==> src/rtl/fml_pkg.sv <==
package fml_pkg;

   // ----------------------------------------------------------------
   // register addresses on the serial register port
   // ----------------------------------------------------------------
   localparam logic [4:0] FML_ADDR_FRAC = 5'h04; // fractional frequency word
   localparam logic [4:0] FML_ADDR_SEED = 5'h05; // modulator seed / fsk f1
   localparam logic [4:0] FML_ADDR_MOD  = 5'h06; // modulator_config
   localparam logic [4:0] FML_ADDR_LOCK = 5'h07; // lock_detect_slip_config

   localparam int FML_DW = 24; // register data width

   // ----------------------------------------------------------------
   // modulator_config field positions
   // ----------------------------------------------------------------
   localparam int MOD_RSVD_LO  = 0;  // [7:0] reserved, keeps written value
   localparam int MOD_TYPE_LO  = 8;  // [9:8] modulator type
   localparam int MOD_CORE_RUN = 10; // fractional core reset release
   localparam int MOD_BUF_RUN  = 11; // core buffer reset release
   localparam int MOD_OUT_IGN  = 12; // discard modulator output
   localparam int MOD_AUTOSEED = 13; // seed on every frac write
   localparam int MOD_RSVD14   = 14; // must stay zero
   localparam int MOD_FSK_EN   = 15; // fsk operation
   localparam int MOD_CLK_REF  = 17; // 1 = reference divider clock
   localparam int MOD_CLK_INV  = 18; // invert selected modulator clock
   localparam int MOD_SPARE    = 19; // modulator_spare_bit
   localparam int MOD_CSP_LO   = 20; // [23:20] slip correction magnitude

   localparam logic [23:0] MOD_RESET = 24'h842e87; // documented defaults
   localparam logic [23:0] MOD_WMASK = 24'hffffff; // all bits writable

   // ----------------------------------------------------------------
   // lock_detect_slip_config field positions
   // ----------------------------------------------------------------
   localparam int LCK_CNT_LO   = 0;  // [9:0] consecutive in-window count
   localparam int LCK_EN       = 10; // lock detect enable
   localparam int LCK_ASYM     = 11; // asymmetric window enable
   localparam int LCK_LEAD     = 12; // 1 = leading window, 0 = lagging
   localparam int LCK_OS_RING  = 13; // 1 = ring oscillator one-shot
   localparam int LCK_OS_DUR   = 14; // [16:14] ring one-shot duration
   localparam int LCK_RO_TRIM  = 17; // [18:17] ring oscillator trim
   localparam int LCK_RO_FORCE = 19; // force ring oscillator on
   localparam int LCK_CSP_EN   = 20; // cycle slip prevention enable

   localparam logic [23:0] LCK_RESET = 24'h1014fa; // 250, enables, lead
   localparam logic [23:0] LCK_WMASK = 24'h1fffff; // [23:21] read zero

   localparam logic [23:0] FRAC_RESET = 24'h000000;
   localparam logic [23:0] SEED_RESET = 24'h000000;

   // one-shot nominal width of the analog window, for reference only
   localparam int FML_ANALOG_OS_NS = 20;

   // modulator type codes
   localparam logic [1:0] FML_TYPE_B = 2'h2;
   localparam logic [1:0] FML_TYPE_A = 2'h3;

   // lock detector states, one-hot
   typedef enum logic [2:0] {
      FML_LK_IDLE  = 3'b001,
      FML_LK_COUNT = 3'b010,
      FML_LK_LOCK  = 3'b100
   } fml_lock_e;

endpackage : fml_pkg

==> src/rtl/fml_cfg.sv <==
`timescale 1ns/1ps

module fml_cfg #(
   parameter int CNT_W = 10 // width of the lock count field
) (
   input  wire logic                       clk_i,
   input  wire logic                       resetn_i,
   // register port from the serial interface decoder
   input  wire logic                       reg_wr_i,        // one-cycle write strobe
   input  wire logic [4:0]                 reg_waddr_i,
   input  wire logic [fml_pkg::FML_DW-1:0] reg_wdata_i,
   input  wire logic [4:0]                 reg_raddr_i,
   output logic      [fml_pkg::FML_DW-1:0] reg_rdata_o,     // one cycle behind raddr
   // modulator side
   input  wire logic                       refdiv_clk_i,    // reference divider output
   input  wire logic                       vcodiv_clk_i,    // vco divider output
   input  wire logic [3:0]                 mod_out_i,       // raw modulator output
   input  wire logic                       sdi_i,           // serial data input pin
   output logic                            mod_clk_o,
   output logic [3:0]                      mod_out_o,       // modulator output used
   output logic                            core_rst_o,
   output logic                            buf_rst_o,
   output logic                            frac_mode_o,
   output logic [fml_pkg::FML_DW-1:0]      frac_o,
   output logic [fml_pkg::FML_DW-1:0]      seed_o,          // seed or fsk f1
   output logic                            seed_load_o,     // one-cycle pulse
   output logic                            fsk_en_o,
   output logic                            fsk_data_o,
   output logic [1:0]                      mod_type_o,
   output logic                            type_a_o,
   output logic                            modulator_spare_bit_o,
   // lock detect and slip prevention side
   input  wire logic                       div_evt_i,       // divided vco edge event
   input  wire logic                       in_window_i,     // that edge was in window
   input  wire logic                       phase_lead_i,    // vco ahead of reference
   input  wire logic                       slip_i,          // slip pending at pfd
   input  wire logic                       lock_output_drive_on_i,
   output logic                            lock_o,
   output logic                            lock_readback_pin_o,
   output logic                            win_asym_o,
   output logic                            win_lead_o,
   output logic                            win_lag_o,
   output logic                            os_ring_o,
   output logic [2:0]                      os_dur_o,
   output logic [1:0]                      ro_trim_o,
   output logic                            ro_on_o,
   output logic                            csp_en_o,
   output logic                            csp_act_o,       // correction applied
   output logic                            csp_sign_o,      // 1 = pull down
   output logic [3:0]                      csp_mag_o
);
   import fml_pkg::*;

   // ----------------------------------------------------------------
   // register storage
   // ----------------------------------------------------------------
   logic [FML_DW-1:0] mod_q;   // modulator_config
   logic [FML_DW-1:0] lck_q;   // lock_detect_slip_config
   logic [FML_DW-1:0] frac_q;  // fractional word
   logic [FML_DW-1:0] seed_q;  // seed / fsk f1
   logic              frac_wr; // frac register written this cycle

   assign frac_wr = reg_wr_i && (reg_waddr_i == FML_ADDR_FRAC);

   // writes store every bit as given except lock bits 23..21, which are masked; bit 14 is trusted to be zero
   always_ff @(posedge clk_i or negedge resetn_i) begin
      if (!resetn_i) begin
         mod_q  <= MOD_RESET;
         lck_q  <= LCK_RESET;
         frac_q <= FRAC_RESET;
         seed_q <= SEED_RESET;
      end else if (reg_wr_i) begin
         case (reg_waddr_i)
            FML_ADDR_MOD:  mod_q  <= reg_wdata_i & MOD_WMASK;
            FML_ADDR_LOCK: lck_q  <= reg_wdata_i & LCK_WMASK;
            FML_ADDR_FRAC: frac_q <= reg_wdata_i;
            FML_ADDR_SEED: seed_q <= reg_wdata_i;
            default: ;                                        // other registers live elsewhere
         endcase
      end
   end

   // ----------------------------------------------------------------
   // read path
   // ----------------------------------------------------------------
   // registered so the serial shifter sees a stable word
   always_ff @(posedge clk_i or negedge resetn_i) begin
      if (!resetn_i) begin
         reg_rdata_o <= '0;
      end else begin
         case (reg_raddr_i)
            FML_ADDR_MOD:  reg_rdata_o <= mod_q;
            FML_ADDR_LOCK: reg_rdata_o <= lck_q;
            FML_ADDR_FRAC: reg_rdata_o <= frac_q;
            FML_ADDR_SEED: reg_rdata_o <= seed_q;
            default:       reg_rdata_o <= '0; // not held by this block
         endcase
      end
   end

   // ----------------------------------------------------------------
   // modulator control
   // ----------------------------------------------------------------
   logic core_run; // core released from reset
   logic buf_run;  // buffers released from reset
   logic out_ign;  // modulator output ignored
   assign core_run = mod_q[MOD_CORE_RUN];
   assign buf_run  = mod_q[MOD_BUF_RUN];
   assign out_ign  = mod_q[MOD_OUT_IGN];

   // static decodes, registered so every output leaves a flop
   always_ff @(posedge clk_i or negedge resetn_i) begin
      if (!resetn_i) begin
         mod_type_o            <= FML_TYPE_B;
         type_a_o              <= 1'b0;
         core_rst_o            <= 1'b1;
         buf_rst_o             <= 1'b1;
         frac_mode_o           <= 1'b0;
         frac_o                <= FRAC_RESET;
         seed_o                <= SEED_RESET;
         fsk_en_o              <= 1'b0;
         modulator_spare_bit_o <= 1'b0;
      end else begin
         mod_type_o            <= mod_q[MOD_TYPE_LO +: 2];
         type_a_o              <= mod_q[MOD_TYPE_LO +: 2] == FML_TYPE_A;
         core_rst_o            <= !core_run;
         buf_rst_o             <= !buf_run;
         // fractional operation only with the 011 setting of bits 12..10
         frac_mode_o           <= core_run && buf_run && !out_ign;
         frac_o                <= frac_q;
         seed_o                <= seed_q;
         fsk_en_o              <= mod_q[MOD_FSK_EN];
         modulator_spare_bit_o <= mod_q[MOD_SPARE];
      end
   end

   // modulator output is zeroed when ignored; the core keeps running
   always_ff @(posedge clk_i or negedge resetn_i) begin
      if (!resetn_i) begin
         mod_out_o <= '0;
      end else if (out_ign || !core_run) begin
         mod_out_o <= '0;
      end else begin
         mod_out_o <= mod_out_i;
      end
   end

   // clock pick and polarity; a flop adds one cycle of skew, which is
   // acceptable as the divider outputs are themselves synchronous here
   always_ff @(posedge clk_i or negedge resetn_i) begin
      if (!resetn_i) begin
         mod_clk_o <= 1'b0;
      end else begin
         mod_clk_o <= (mod_q[MOD_CLK_REF] ? refdiv_clk_i : vcodiv_clk_i)
                      ^ mod_q[MOD_CLK_INV];
      end
   end

   // seed load pulse on each frac write while autoseed is on
   always_ff @(posedge clk_i or negedge resetn_i) begin
      if (!resetn_i) begin
         seed_load_o <= 1'b0;
      end else begin
         seed_load_o <= frac_wr && mod_q[MOD_AUTOSEED];
      end
   end

   // serial data pin doubles as fsk input only in fsk operation
   always_ff @(posedge clk_i or negedge resetn_i) begin
      if (!resetn_i) begin
         fsk_data_o <= 1'b0;
      end else begin
         fsk_data_o <= mod_q[MOD_FSK_EN] ? sdi_i : 1'b0;
      end
   end

   // ----------------------------------------------------------------
   // lock window and slip prevention configuration outputs
   // ----------------------------------------------------------------
   always_ff @(posedge clk_i or negedge resetn_i) begin
      if (!resetn_i) begin
         win_asym_o <= 1'b0;
         win_lead_o <= 1'b1;
         win_lag_o  <= 1'b1;
         os_ring_o  <= 1'b0;
         os_dur_o   <= '0;
         ro_trim_o  <= '0;
         ro_on_o    <= 1'b0;
         csp_en_o   <= 1'b1;
         csp_mag_o  <= MOD_RESET[MOD_CSP_LO +: 4];
      end else begin
         win_asym_o <= lck_q[LCK_ASYM];
         // symmetric window spans both sides; asymmetric keeps one
         win_lead_o <= !lck_q[LCK_ASYM] || lck_q[LCK_LEAD];
         win_lag_o  <= !lck_q[LCK_ASYM] || !lck_q[LCK_LEAD];
         os_ring_o  <= lck_q[LCK_OS_RING];
         os_dur_o   <= lck_q[LCK_OS_DUR +: 3];
         ro_trim_o  <= lck_q[LCK_RO_TRIM +: 2];
         // ring runs when forced or when it times the window
         ro_on_o    <= lck_q[LCK_RO_FORCE] || lck_q[LCK_OS_RING];
         csp_en_o   <= lck_q[LCK_CSP_EN];
         csp_mag_o  <= mod_q[MOD_CSP_LO +: 4];
      end
   end

   // ----------------------------------------------------------------
   // slip prevention correction
   // ----------------------------------------------------------------
   // sign follows the phase error direction, never software
   always_ff @(posedge clk_i or negedge resetn_i) begin
      if (!resetn_i) begin
         csp_act_o  <= 1'b0;
         csp_sign_o <= 1'b0;
      end else begin
         csp_act_o  <= lck_q[LCK_CSP_EN] && slip_i;
         csp_sign_o <= phase_lead_i;
      end
   end

   // ----------------------------------------------------------------
   // lock detector
   // ----------------------------------------------------------------
   fml_lock_e         lk_q;    // detector state
   logic [CNT_W-1:0]  cnt_q;   // consecutive in-window events
   logic [CNT_W-1:0]  cnt_max; // programmed target
   logic              lk_en;   // detection enabled

   assign cnt_max = lck_q[LCK_CNT_LO +: CNT_W];
   assign lk_en   = lck_q[LCK_EN];

   // one miss restarts the run; a zero target locks on first hit
   always_ff @(posedge clk_i or negedge resetn_i) begin
      if (!resetn_i) begin
         lk_q  <= FML_LK_IDLE;
         cnt_q <= '0;
      end else if (!lk_en) begin
         lk_q  <= FML_LK_IDLE;
         cnt_q <= '0;
      end else if (div_evt_i) begin
         case (lk_q)
            FML_LK_IDLE, FML_LK_COUNT: begin
               if (!in_window_i) begin
                  lk_q  <= FML_LK_COUNT;
                  cnt_q <= '0;
               end else if (cnt_q + 1'b1 >= cnt_max) begin
                  lk_q  <= FML_LK_LOCK;
                  cnt_q <= cnt_max;
               end else begin
                  lk_q  <= FML_LK_COUNT;
                  cnt_q <= cnt_q + 1'b1;
               end
            end
            FML_LK_LOCK: begin
               if (!in_window_i) begin
                  lk_q  <= FML_LK_COUNT;            // lost lock, count again
                  cnt_q <= '0;
               end
            end
            default: begin
               lk_q  <= FML_LK_IDLE;
               cnt_q <= '0;
            end
         endcase
      end
   end

   // lock flag and shared pin; pin stays low unless its drive is on
   always_ff @(posedge clk_i or negedge resetn_i) begin
      if (!resetn_i) begin
         lock_o              <= 1'b0;
         lock_readback_pin_o <= 1'b0;
      end else begin
         lock_o              <= lk_en && (lk_q == FML_LK_LOCK);
         lock_readback_pin_o <= lock_output_drive_on_i && lk_en
                                && (lk_q == FML_LK_LOCK);
      end
   end

endmodule // fml_cfg

==> config.mk <==
export PLATFORM = sky130hd
export DESIGN_NAME = fml_cfg
export DESIGN_NICKNAME = d
export VERILOG_FILES = /design/src/rtl/fml_pkg.sv /design/src/rtl/fml_cfg.sv
export SDC_FILE = /design/constraint.sdc
export NUM_CORES = 1
export LEC_CHECK = 0
export BUFFER_PORTS_ARGS = -buffer_cell sky130_fd_sc_hd__buf_2
export CORE_ASPECT_RATIO = 1.4
export CORE_MARGIN = 2
export CORE_UTILIZATION = 50
export DETAILED_ROUTE_END_ITERATION = 10
export PLACE_DENSITY = 0.84
export REMOVE_ABC_BUFFERS = 1
export SYNTH_ARGS = -nofsm -noshare
export SYNTH_HDL_FRONTEND = slang
export SYNTH_SLANG_ARGS = --single-unit
==> constraint.sdc <==
create_clock -name clk_i -period 2.45 [get_ports clk_i]
set_input_delay 0.6125 -clock clk_i [delete_from_list [all_inputs] [get_ports clk_i]]
set_output_delay 0.6125 -clock clk_i [all_outputs]
set_load 0.01 [all_outputs]
Word level (Yosys, flattened, before mapping)
Index checks and enable logic that the tools add are counted.
Widths: inputs -> output; s select.
{"block": "op_classes", "eq_ne": 14, "reduce_logical": 23, "add_sub_neg": 1, "muxes": 16, "n_bitwise": 1, "order_cmp": 1}
{"operator": "$pmux 24 s4", "n": 1}
{"operator": "$mux 10", "n": 5}
{"operator": "$eq 5x3->1 const B", "n": 8}
{"operator": "$pmux 10 s2", "n": 1}
{"operator": "$mux 3", "n": 5}
{"operator": "$add 10x1->10 const B", "n": 1}
{"operator": "$ge 10x10->1", "n": 1}
{"operator": "$reduce_and 2->1", "n": 5}
{"operator": "$logic_and 1x1->1", "n": 8}
{"operator": "$pmux 3 s2", "n": 1}
{"operator": "$logic_not 1->1", "n": 5}
{"operator": "$logic_or 1x1->1", "n": 4}
{"operator": "$mux 4", "n": 1}
{"operator": "$eq 3x1->1 const B", "n": 1}
{"operator": "$eq 3x2->1 const B", "n": 1}
{"operator": "$eq 3x3->1 const B", "n": 1}
{"operator": "$ne 3x3->1 const B", "n": 1}
{"operator": "$eq 2x2->1 const B", "n": 1}
{"operator": "$mux 1", "n": 2}
{"operator": "$ne 2x2->1 const B", "n": 1}
{"operator": "$reduce_or 2->1", "n": 1}
{"operator": "$xor 1x1->1", "n": 1}
{"block": "word_totals", "in_bits": 49, "elab_cells": 89, "output_inout_bits": 106, "register_bits": 212}

Depth between registers and ports, before layout
Gate-level depths: netlist of run 1.
{"block": "logic_depth", "ltp_word": 7, "depth_mapped": 11}

Worst setup path after synthesis of run 1
No wires, ideal clock.
{"block": "synth_timing", "path_type": "flip-flop to flip-flop", "start": "register cnt_q[0]", "end": "register cnt_q[0]", "path_stages_with_launch": 12, "setup_slack_ns": 0.083, "arrival_time_ns": 2.231, "path_buffers": 1, "setup_time_ns": 0.136, "cell_sequence": "dfrtp_1 -> ha_1 -> nand4_1 -> nor2_1 -> xnor2_1 -> ha_1 -> o21ai_0 -> nor2_1 -> or3_1 -> buf_6 -> o211ai_1 -> o311ai_1"}
{"block": "synth_via", "elab_chain_len": 7}
{"item": "start: declaration", "line": "fml_cfg.sv:224", "text": "logic [CNT_W-1:0] cnt_q;"}
{"item": "start signal: assignment", "line": "fml_cfg.sv:247", "text": "cnt_q <= cnt_max;"}
{"item": "start signal: assignment", "line": "fml_cfg.sv:250", "text": "cnt_q <= cnt_q + 1'b1;"}
{"item": "$add 10x1->10 (*)", "line": "fml_cfg.sv:245, fml_cfg.sv:250"}
{"item": "$ge 10x10->1", "line": "fml_cfg.sv:245", "text": "end else if (cnt_q + 1'b1 >= cnt_max) begin"}
{"item": "$mux 10 (*)", "line": "fml_cfg.sv:245"}
{"item": "$mux 10 (*)", "line": "fml_cfg.sv:242", "text": "if (!in_window_i) begin"}
{"item": "$pmux 10 s2 (*)", "line": "fml_cfg.sv:240", "text": "case (lk_q)"}
{"item": "$mux 10 (*)", "line": "fml_cfg.sv:239", "text": "end else if (div_evt_i) begin"}
{"item": "$mux 10 (*)", "line": "fml_cfg.sv:236", "text": "end else if (!lk_en) begin"}
Every way passes the cells marked *; elsewhere a longest branch is shown, timed or not. The select of a mux whose other input is x is not followed.
A chain may end at the register's enable or synchronous reset.

Final worst setup path of run 1
{"block": "layout_timing", "start": "register cnt_q[0]", "end": "register cnt_q[1]"}
The elaborated chain is that of the path after synthesis.

==> results of run 1 <==
## critical path, cell delays in order, from the launching register on
cell and delay [ps]:
sky130_fd_sc_hd__dfrtp_1 410, sky130_fd_sc_hd__ha_2 230, sky130_fd_sc_hd__nand4_1 120, sky130_fd_sc_hd__nor2_1 140
sky130_fd_sc_hd__xnor2_1 110, sky130_fd_sc_hd__ha_1 350, sky130_fd_sc_hd__nand4_4 110, sky130_fd_sc_hd__buf_6 140
sky130_fd_sc_hd__a211oi_4 300, sky130_fd_sc_hd__buf_4 170, sky130_fd_sc_hd__nor3_2 30, sky130_fd_sc_hd__a221o_1 260
## path summary, 6_finish.rpt
kind | cells after the start | slack [ps] | startpoint | to
worst max-delay path | 11 | -70 | cnt_q[0] | cnt_q[1]
worst min-delay path | 1 | 140 | resetn_i | seed_o[22]
worst max register to register | 11 | -70 | cnt_q[0] | cnt_q[1]
worst min register to register | 0 | 380 | lck_q[20] | csp_en_o
max in group asynchronous | 2 | 1590 | resetn_i | lck_q[5]
min in group clk_i | 1 | 230 | phase_lead_i | csp_sign_o
## placed cells by master (no fill, tap or decap), types with 3 or more instances in the layout
cell type / instances
sky130_fd_sc_hd__dfrtp_1: 185
sky130_fd_sc_hd__buf_2: 153
sky130_fd_sc_hd__mux2_2: 91
sky130_fd_sc_hd__mux2i_1: 44
sky130_fd_sc_hd__buf_4: 31
sky130_fd_sc_hd__dfstp_2: 27
sky130_fd_sc_hd__o22ai_1: 21
sky130_fd_sc_hd__clkbuf_16: 21
sky130_fd_sc_hd__nand2_1: 18
sky130_fd_sc_hd__inv_1: 16
sky130_fd_sc_hd__nor2_1: 15
sky130_fd_sc_hd__a21oi_1: 10
sky130_fd_sc_hd__ha_1: 10
sky130_fd_sc_hd__and2_1: 9
sky130_fd_sc_hd__clkbuf_8: 8
sky130_fd_sc_hd__nand3_1: 7
sky130_fd_sc_hd__nor3_2: 6
sky130_fd_sc_hd__xnor2_1: 5
sky130_fd_sc_hd__o31ai_1: 5
sky130_fd_sc_hd__buf_12: 5
sky130_fd_sc_hd__xor2_1: 4
sky130_fd_sc_hd__nor3_1: 4
sky130_fd_sc_hd__a221oi_1: 3
sky130_fd_sc_hd__o21ai_0: 3
## flip-flops by register name, indices dropped and copies added, names as in the netlist, 2 cells and up
register     count
mod_q           24
frac_q          24
lck_q           21
reg_rdata_o     24
mod_out_o        4
seed_o          24
csp_mag_o        4
seed_q          24
os_dur_o         3
cnt_q           10
ro_trim_o        2
frac_o          24
lk_q             3
mod_type_o       2
## through the flow
stage / util / setup TNS, ps / setup slack, ps / cells / power [uW]
floorplan: - / 0 / 59.9 / 526 / 5160
global placement: 0.583 / -612 / -116 / 913 / 5780
detailed placement: 0.583 / -1120 / -167 / 913 / 5870
CTS: 0.629 / -76.8 / -37.5 / 948 / 9140
global route: 0.635 / -1890 / -189 / 952 / 9480
finish: 0.635 / -366 / -66.2 / 953 / 9090
## cells by family after synthesis
group | Yosys count | synth area share
fa+ha+maj | 11 | 0.0170
simple gates | 80 | 0.0582
mux | 137 | 0.184
flops | 212 | 0.659
compound gates | 60 | 0.0512
buf+inv | 37 | 0.0207
xor+xnor | 10 | 0.0108
## synth_stat cells, types with 2 or more instances
cell	count	area, um^2
sky130_fd_sc_hd__o22ai_1	21	131
sky130_fd_sc_hd__clkbuf_1	6	22.5
sky130_fd_sc_hd__nor2_1	15	56.3
sky130_fd_sc_hd__o31ai_1	7	52.6
sky130_fd_sc_hd__nor2b_1	2	12.5
sky130_fd_sc_hd__a221oi_1	3	26.3
sky130_fd_sc_hd__o21ai_0	4	20.0
sky130_fd_sc_hd__nor3_4	2	32.5
sky130_fd_sc_hd__nor3_1	9	45.0
sky130_fd_sc_hd__a21oi_1	12	60.1
sky130_fd_sc_hd__buf_4	2	15.0
sky130_fd_sc_hd__a211oi_2	3	37.5
sky130_fd_sc_hd__xnor2_1	6	52.6
sky130_fd_sc_hd__ha_1	11	138
sky130_fd_sc_hd__xor2_1	4	35.0
sky130_fd_sc_hd__inv_1	16	60.1
sky130_fd_sc_hd__and3_1	2	12.5
sky130_fd_sc_hd__or2_2	2	12.5
sky130_fd_sc_hd__mux2i_1	44	440
sky130_fd_sc_hd__a22o_1	2	17.5
sky130_fd_sc_hd__mux2_2	91	1020
sky130_fd_sc_hd__buf_2	11	55.1
sky130_fd_sc_hd__and2_1	9	56.3
sky130_fd_sc_hd__nand2b_1	2	12.5
sky130_fd_sc_hd__dfrtp_1	185	4630
sky130_fd_sc_hd__a221o_1	2	20.0
sky130_fd_sc_hd__nand3_1	7	35.0
sky130_fd_sc_hd__dfstp_2	27	709
sky130_fd_sc_hd__nand2_1	20	75.1
sky130_fd_sc_hd__mux2_1	2	22.5
## power by group
part	internal, uW	switching, uW	total, uW	leakage (uW)
Combinational	688	702	1390	0.00208
Clock	1980	1240	3220	0.000348
Sequential	4130	345	4480	0.00269
Total	6800	2290	9090	0.00512
## repair_timing
action / CTS / global route
gates resized for setup: 7 / 14
hold endpoints to repair: 0 / 0
hold buffers: 0 / 0
pin swaps: 0 / 15
endpoints found under the setup margin: 11 / 12
buffers inserted: 0 / 4
## metal layers
metal  global-route usage  wire length, um  up-vias
met5                    0                0        -
met4               0.0870              624        0
met3               0.0317              831       49
met2                0.373             9540      158
met1                0.254             6890     2611
li1                     -                -     2333
## final cells by class
cell class	count	area, um^2
diodes	1	2.50
clock buffers	30	629
clock inverters	5	77.6
fillers	1178	5850
inverters	16	60.1
multi-input cells	298	2690
flip-flops and latches	212	5340
well taps	199	249
repair buffers	192	1130
==> reports/qor.csv, run 1 <==
stage;metric;value;unit
detailed_routing;Wirelength per Cell;18.8;um
clock_tree;total clock buffers created by CTS;20;
detailed_routing;total iterations of the first detailed-routing run;4;
synth;average footprint of a synthesized cell;14.8;um^2
detailed_routing;Via-to-Cell Ratio;5.41;
synth;number of different library cells in the post-synthesis netlist;48;
critical_path;sort of element at the start of the critical path;flop;
grt;first-pass GRT wire length;28.7;mm
synth;number of synthesized flops with an enable pin;0;
clock_tree;number of H-tree levels;1;
place;Post-DP Area;9350;um^2
pwr;static leakage;0.00512;uW
place;# port buffers;154;
detailed_routing;Final Routed Wirelength;17.9;mm
synth;share of synthesized registers carrying an async set or reset;1.00;
grt;number of antenna violations at the first check in global routing;1;
timing;worst slack on hold paths;143;ps
clock_tree;clock latency at the later pin of the worst-skew pair;490;ps
worst_hold_path;type of the tightest min-delay check;input port to asynchronous set/reset pin;
pwr;Peak VDD IR;0.537;mV
final_layout;layout net count;800;
synth;proportion of synthesized chip area in sequential cells;0.659;
timing;Tightest Pin Transition;634;ps
floorplan;Die Span X;112;um
timing;worst path setup slack after routing;-66.2;ps
floorplan;Die ar.;17300;um^2
critical_path;category of the critical setup timing path;flop to flop;
timing;Final Hold Violating Endpoints;0;
place;placer congestion estimate;0.886;
floorplan;Starting Density;0.506;
job;max-cap violation count;0;
final_layout;final cell area excluding filler cells;10200;um^2
grt;overflow left after global routing;0;
timing;post-route clock period utilization;1.03;
floorplan;number of primary I/O pins;155;
place;DP Wirelength;12.1;mm
grt;number of global-route vias before repair;5537;
timing;number of pins with negative max-slew slack in the final report;0;
run_status;status;finished, violations left;
timing;maximum frequency from static timing analysis;0.397;GHz
critical_path;required time worst endpoint;2820;ps
timing;final worst path period need;2520;ps
run_status;violated checks;setup timing;
final_layout;fraction of layout cells with a size suffix above 1;0.494;
clock_tree;root buffer cell;sky130_fd_sc_hd__clkbuf_16;
synth;mapped cell area;8110;um^2
detailed_routing;post-detailed-route count of antenna-violating nets;0;
timing;clk_skew;12.0;ps
synth;Top FF cell, synth;sky130_fd_sc_hd__dfrtp_1;
clock_tree;clock slew at reported path FFs;60;ps
critical_path;endpoint type of the worst setup path;flop;
clock_tree;clock sinks;212;
floorplan;placeable core region;16000;um^2
synth;Synth Instances;547;
clock_tree;CTS tree;done;
grt;pin count of the biggest net entering global routing;75;
timing;Slew HR;0.577;
clock_tree;buffer depth of the longest clock path;3;
critical_path;WP data arrival;2880;ps
final_layout;Synth-to-Final Area Change;25.7;%
timing;setup repair after global routing missed its margin;yes;
floorplan;number of cell rows;55;
detailed_routing;final routed DRC violation total;0;
timing;number of setup violations in the final report;11;
synth;number of synthesized register bits;212;
pwr;power density over the cells;892;nW/um^2
synth;Yosys Warn Count;0;
critical_path;crit-path max FO;4;
floorplan;y dimension of the die;155;um
detailed_routing;DR vias;5151;
detailed_routing;violation count after the first detailed-route iteration;160;
grt;global-route usage over all layers;0.209;
Power figures use the tool's default switching activity.
==> run 2, diff against run 1 <==
Settings changed: PLACE_DENSITY 0.84 to 0.76.
==> run 2 against run 1 <==
Compared with the run above: the flow still finishes with violations (setup timing); cell area shrank 0.69%; clock power fell by 6%; clock skew decreased by 3.7 ps; sequential power hardly changed; wire length increased by 1.3%; worst hold slack lost 57 ps; critical endpoint is now cnt_q[4]; largest cell class unchanged; largest power group unchanged; highest routed layer unchanged.
==> reports/qor.csv, run 2 (synthesis gave the netlist of run 1 again) <==
stage;metric;value;unit;change
clock_tree;number of H-tree levels;1;;unchanged
critical_path;WP data arrival;2820;ps;-60 ps
run_status;status;finished, violations left;;
floorplan;number of primary I/O pins;155;;unchanged
floorplan;number of cell rows;55;;unchanged
detailed_routing;DR vias;5172;;+0.41%
floorplan;Starting Density;0.506;;unchanged
floorplan;placeable core region;16000;um^2;unchanged
clock_tree;clock latency at the later pin of the worst-skew pair;490;ps;about the same
grt;number of global-route vias before repair;5623;;+1.6%
detailed_routing;Via-to-Cell Ratio;5.42;;+0.20%
detailed_routing;post-detailed-route count of antenna-violating nets;0;;unchanged
clock_tree;clock sinks;212;;unchanged
clock_tree;total clock buffers created by CTS;20;;unchanged
timing;final worst path period need;2460;ps;-57.0 ps
worst_hold_path;type of the tightest min-delay check;input port to asynchronous set/reset pin;;
final_layout;count of inserted antenna diode cells;0;;-1
detailed_routing;total iterations of the first detailed-routing run;4;;unchanged
critical_path;Critical path origin;cnt_q[6];;
grt;pin count of the biggest net entering global routing;57;;-24%
timing;setup repair after global routing missed its margin;yes;;
run_status;violated checks;setup timing;;
timing;number of pins with negative max-slew slack in the final report;0;;unchanged
grt;number of antenna violations at the first check in global routing;0;;-1
critical_path;reg-to-reg slack, setup;-9;ps;+60 ps
critical_path;crit-path max FO;6;;+2
detailed_routing;violation count after the first detailed-route iteration;218;;+36%
floorplan;Die Span X;112;um;unchanged
pwr;Peak VDD IR;0.594;mV;+11%
timing;worst path setup slack after routing;-9.16;ps;+57.0 ps
pwr;static leakage;0.00512;uW;about the same
final_layout;Synth-to-Final Area Change;24.8;%;
critical_path;sort of element at the start of the critical path;flop;;
timing;setup TNS;-16.9;ps;+349 ps
detailed_routing;Wirelength per Cell;19.0;um;+1.1%
timing;Tightest Pin Transition;632;ps;-2.10 ps
final_layout;non-filler instance count after layout;955;;+0.21%
clock_tree;buffer depth of the longest clock path;3;;unchanged
timing;worst slack on hold paths;86.4;ps;-56.7 ps
detailed_routing;final routed DRC violation total;0;;unchanged
place;DP Wirelength;12.4;mm;+2.5%
clock_tree;CTS tree;done;;
timing;post-route clock period utilization;1.00;;-0.0233
timing;maximum frequency from static timing analysis;0.407;GHz;+2.3%
place;# port buffers;154;;unchanged
final_layout;commonest cells after routing, fill and taps aside;sky130_fd_sc_hd__dfrtp_1 (185), sky130_fd_sc_hd__buf_2 (153), sky130_fd_sc_hd__mux2_2 (91);;
grt;overflow left after global routing;0;;unchanged
grt;first-pass GRT wire length;28.9;mm;+0.77%
final_layout;layout net count;802;;+0.25%
critical_path;category of the critical setup timing path;flop to flop;;
final_layout;commonest non-fill, non-tap cell in the layout;sky130_fd_sc_hd__dfrtp_1;;
job;max-cap violation count;0;;unchanged
final_layout;fraction of layout cells with a size suffix above 1;0.485;;-0.00857
pwr;power density over the cells;877;nW/um^2;-1.8%
place;cell total after placement;916;;+0.33%
timing;Final Hold Violating Endpoints;0;;unchanged
clock_tree;number of hold buffers added after cts;0;;unchanged
detailed_routing;Final Routed Wirelength;18.1;mm;+1.3%
critical_path;endpoint type of the worst setup path;flop;;
critical_path;required time worst endpoint;2810;ps;about the same
floorplan;y dimension of the die;155;um;unchanged
grt;global-route usage over all layers;0.211;;+0.00173
timing;number of setup violations in the final report;4;;-7
place;placer congestion estimate;0.802;;-9.5%
clock_tree;clock slew at reported path FFs;60;ps;about the same
clock_tree;root buffer cell;sky130_fd_sc_hd__clkbuf_16;;
timing;Slew HR;0.576;;-0.00107
floorplan;Die ar.;17300;um^2;unchanged
critical_path;origin of the critical flop-to-flop path;cnt_q[6];;
timing;clk_skew;8.25;ps;-3.74 ps
==> run 2: path summary, 6_finish.rpt <==
check,end,depth (start not counted)
worst max-delay path,cnt_q[4],10
worst min-delay path,reg_rdata_o[7],1
worst max register to register,cnt_q[4],10
worst min register to register,csp_mag_o[3],0
max in group asynchronous,mod_q[2],2
min in group clk_i,csp_sign_o,1
==> run 2: per-stage QoR <==
step | power, uW | utilization | instance area [um^2] | setup slack (ps)
floorplan | 5160 | - | 8000 | 59.9
global placement | 5770 | 0.584 | 9370 | -66.6
detailed placement | 5860 | 0.584 | 9370 | -73.6
CTS | 8940 | 0.628 | 10100 | -12.4
global route | 9260 | 0.631 | 10100 | -227
finish | 8870 | 0.631 | 10100 | -9.16
==> run 2: report_power, final <==
group / switching [uW] / internal (uW) / total (uW) / leakage, uW
Clock: 1270 / 1780 / 3040 / 0.000325
Sequential: 338 / 4130 / 4470 / 0.00269
Combinational: 689 / 666 / 1360 / 0.00210
==> run 2: routing by layer <==
metal	part of all wire	vias to the layer above	routed length (um)	GRT usage
li1	-	2340	-	-
met1	0.39	2671	7110	0.251
met2	0.54	121	9740	0.387
met3	0.037	40	662	0.0306
met4	0.032	0	587	0.0782
met5	0	-	0	0
==> run 2: layout make-up <==
cell class / instances / area (um^2)
clock inverters: 6 / 70.1
repair buffers: 194 / 1150
multi-input cells: 298 / 2660
inverters: 16 / 60.1
clock buffers: 30 / 588
fillers: 1243 / 5920
flip-flops and latches: 212 / 5340
well taps: 199 / 249
==> run 2: worst max-delay path, cell delays in order, from the launching register on <==
cell and delay [ps]:
sky130_fd_sc_hd__dfrtp_1 400, sky130_fd_sc_hd__nand3_1 160, sky130_fd_sc_hd__nor4_4 250, sky130_fd_sc_hd__xor2_1 130
sky130_fd_sc_hd__ha_1 340, sky130_fd_sc_hd__nand4_2 130, sky130_fd_sc_hd__buf_4 170, sky130_fd_sc_hd__a211o_1 290
sky130_fd_sc_hd__buf_4 180, sky130_fd_sc_hd__a21oi_1 180, sky130_fd_sc_hd__o31ai_1 100
==> run 2: what timing repair did <==
action                                  4_1_cts  5_1_grt
pin swaps                                     2        2
resized for setup                             5        9
endpoints found under the setup margin       11       12
setup buffers                                 2        1
==> run 3, diff against run 2 <==
Settings changed: CORE_MARGIN 2 to not set, SKIP_CTS_REPAIR_TIMING set to 1.
==> run 3 against run 2 <==
Compared with the run above: the flow still finishes with violations (setup timing); clock skew is 15 ps higher; wire length is 2.3% lower; combinational power about the same; global-route usage rose by 1.0 points; highest routed layer is now met5; first-iteration DRC count grew 10%; largest power group unchanged; critical path depth is 2 higher; worst setup slack worse by 75 ps; critical endpoint is now cnt_q[7]; sequential share of layout area increased by 0.20 points; fmax fell by 2.9%; clock-buffer cell count shrank 2.
==> reports/qor.csv, run 3 (synthesis gave the netlist of run 1 again) <==
stage;metric;value;unit;change
grt;first-pass GRT wire length;28.4;mm;-1.8%
floorplan;placeable core region;15700;um^2;-1.8%
detailed_routing;Final Routed Wirelength;17.7;mm;-2.3%
critical_path;endpoint type of the worst setup path;flop;;
grt;global-route usage over all layers;0.221;;+0.0103
pwr;static leakage;0.00509;uW;-0.63%
clock_tree;root buffer cell;sky130_fd_sc_hd__clkbuf_16;;
timing;final worst path period need;2530;ps;+74.7 ps
detailed_routing;met1 routed wirelength after detailed routing;7.06;mm;-0.73%
timing;worst path setup slack after routing;-83.8;ps;-74.7 ps
detailed_routing;violation count after the first detailed-route iteration;240;;+10%
timing;number of setup violations in the final report;10;;+6
final_layout;Synth-to-Final Area Change;24.3;%;
floorplan;number of primary I/O pins;155;;unchanged
place;Post-DP Area;9300;um^2;-0.71%
detailed_routing;post-detailed-route count of antenna-violating nets;0;;unchanged
final_layout;layout net count;798;;-0.50%
pwr;Peak VDD IR;0.603;mV;+1.4%
timing;setup TNS;-453;ps;-436 ps
floorplan;y dimension of the die;153;um;-1.3%
detailed_routing;total iterations of the first detailed-routing run;4;;unchanged
final_layout;final cell area excluding filler cells;10100;um^2;-0.37%
place;DP Wirelength;12.0;mm;-3.6%
timing;number of pins with negative max-slew slack in the final report;0;;unchanged
clock_tree;total clock buffers created by CTS;20;;unchanged
critical_path;required time worst endpoint;2830;ps;+20 ps
clock_tree;clock latency at the later pin of the worst-skew pair;500;ps;about the same
floorplan;Starting Density;0.515;;+0.00936
timing;Slew HR;0.574;;-0.00245
critical_path;sort of element at the start of the critical path;flop;;
timing;maximum frequency from static timing analysis;0.395;GHz;-2.9%
clock_tree;clock slew at reported path FFs;70;ps;about the same
timing;Final Hold Violating Endpoints;0;;unchanged
floorplan;Die ar.;16700;um^2;-3.1%
final_layout;count of inserted antenna diode cells;0;;unchanged
detailed_routing;Wirelength per Cell;18.7;um;-1.6%
pwr;power density over the cells;871;nW/um^2;-0.59%
clock_tree;clock sinks;212;;unchanged
timing;setup repair after global routing missed its margin;yes;;
clock_tree;buffer depth of the longest clock path;3;;unchanged
run_status;violated checks;setup timing;;
final_layout;commonest non-fill, non-tap cell in the layout;sky130_fd_sc_hd__dfrtp_1;;
grt;pin count of the biggest net entering global routing;63;;+11%
grt;number of global-route vias before repair;5499;;-2.2%
floorplan;Die Span X;110;um;-1.8%
detailed_routing;Via-to-Cell Ratio;5.40;;-0.35%
grt;overflow left after global routing;0;;unchanged
detailed_routing;final routed DRC violation total;0;;unchanged
clock_tree;number of H-tree levels;1;;unchanged
clock_tree;CTS tree;done;;
grt;number of antenna violations at the first check in global routing;1;;+1
pwr;total power draw;8780;uW;-0.96%
detailed_routing;met3 wire length;691;um;+4.4%
place;# port buffers;154;;unchanged
final_layout;commonest cells after routing, fill and taps aside;sky130_fd_sc_hd__dfrtp_1 (185), sky130_fd_sc_hd__buf_2 (153), sky130_fd_sc_hd__mux2_2 (91);;
timing;post-route clock period utilization;1.03;;+0.0305
detailed_routing;DR vias;5116;;-1.1%
timing;Tightest Pin Transition;639;ps;+7.38 ps
timing;clk_skew;23.6;ps;+15.4 ps
critical_path;WP data arrival;2920;ps;+100 ps
job;max-cap violation count;0;;unchanged
detailed_routing;highest metal layer with signal wires;met5;;
critical_path;category of the critical setup timing path;flop to flop;;
timing;worst slack on hold paths;90.1;ps;+3.70 ps
worst_hold_path;type of the tightest min-delay check;input port to asynchronous set/reset pin;;
detailed_routing;metal2 WL;9.47;mm;-2.8%
critical_path;crit-path max FO;5;;-1
floorplan;number of cell rows;54;;-1.8%
place;placer congestion estimate;0.838;;+4.5%
final_layout;fraction of layout cells with a size suffix above 1;0.496;;+0.0106
run_status;status;finished, violations left;;
## run 3: metrics by stage
step | cells | util | worst slack, ps
after floorplan | 526 | - | 59.9
after global placement | 908 | 0.591 | -26.6
after detailed placement | 908 | 0.591 | -99.9
after CTS | 944 | 0.632 | -131
after global routing | 948 | 0.640 | -246
final | 948 | 0.640 | -83.8
## run 3: critical path: stages (launching register included)
cell and delay (ps):
sky130_fd_sc_hd__dfrtp_1 410, sky130_fd_sc_hd__ha_2 210, sky130_fd_sc_hd__nand4_1 100, sky130_fd_sc_hd__nor2_1 150, sky130_fd_sc_hd__xor2_1 240, sky130_fd_sc_hd__ha_1 280, sky130_fd_sc_hd__nand4_2 100, sky130_fd_sc_hd__a211oi_2 60
sky130_fd_sc_hd__buf_4 140, sky130_fd_sc_hd__nor3_4 270, sky130_fd_sc_hd__buf_6 180, sky130_fd_sc_hd__a21oi_2 60, sky130_fd_sc_hd__o31ai_1 210
## run 3: final timing paths
kind                            slack [ps]  cells past startpoint          to         start
worst max-delay path                   -80                     12    cnt_q[7]      cnt_q[0]
worst min-delay path                    90                      1  seed_q[22]      resetn_i
worst max register to register         -80                     12    cnt_q[7]      cnt_q[0]
worst min register to register         370                      0    csp_en_o     lck_q[20]
max in group asynchronous             1590                      2    lck_q[3]      resetn_i
min in group clk_i                     230                      1  csp_sign_o  phase_lead_i
## run 3: metal layers
metal  up-vias  GRT usage
met2       122      0.384
met3        34     0.0355
met4         2     0.0775
met5         -          0
li1       2321          -
met1      2637      0.277
## run 3: cell type report
cell class                 instances  area [um^2]
fill                            1199         5660
sequential                       212         5340
multi-input combinational        298         2700
timing repair buffer             190         1090
clock buffer                      28          581
tap                              196          245
clock inverter                     8         62.6
inverter                          16         60.1
## run 3: power by group
| group | internal, uW | total (uW) | switching (uW) |
|---|---|---|---|
| Sequential | 4130 | 4470 | 343 |
| Combinational | 672 | 1350 | 681 |
| Clock | 1670 | 2960 | 1280 |
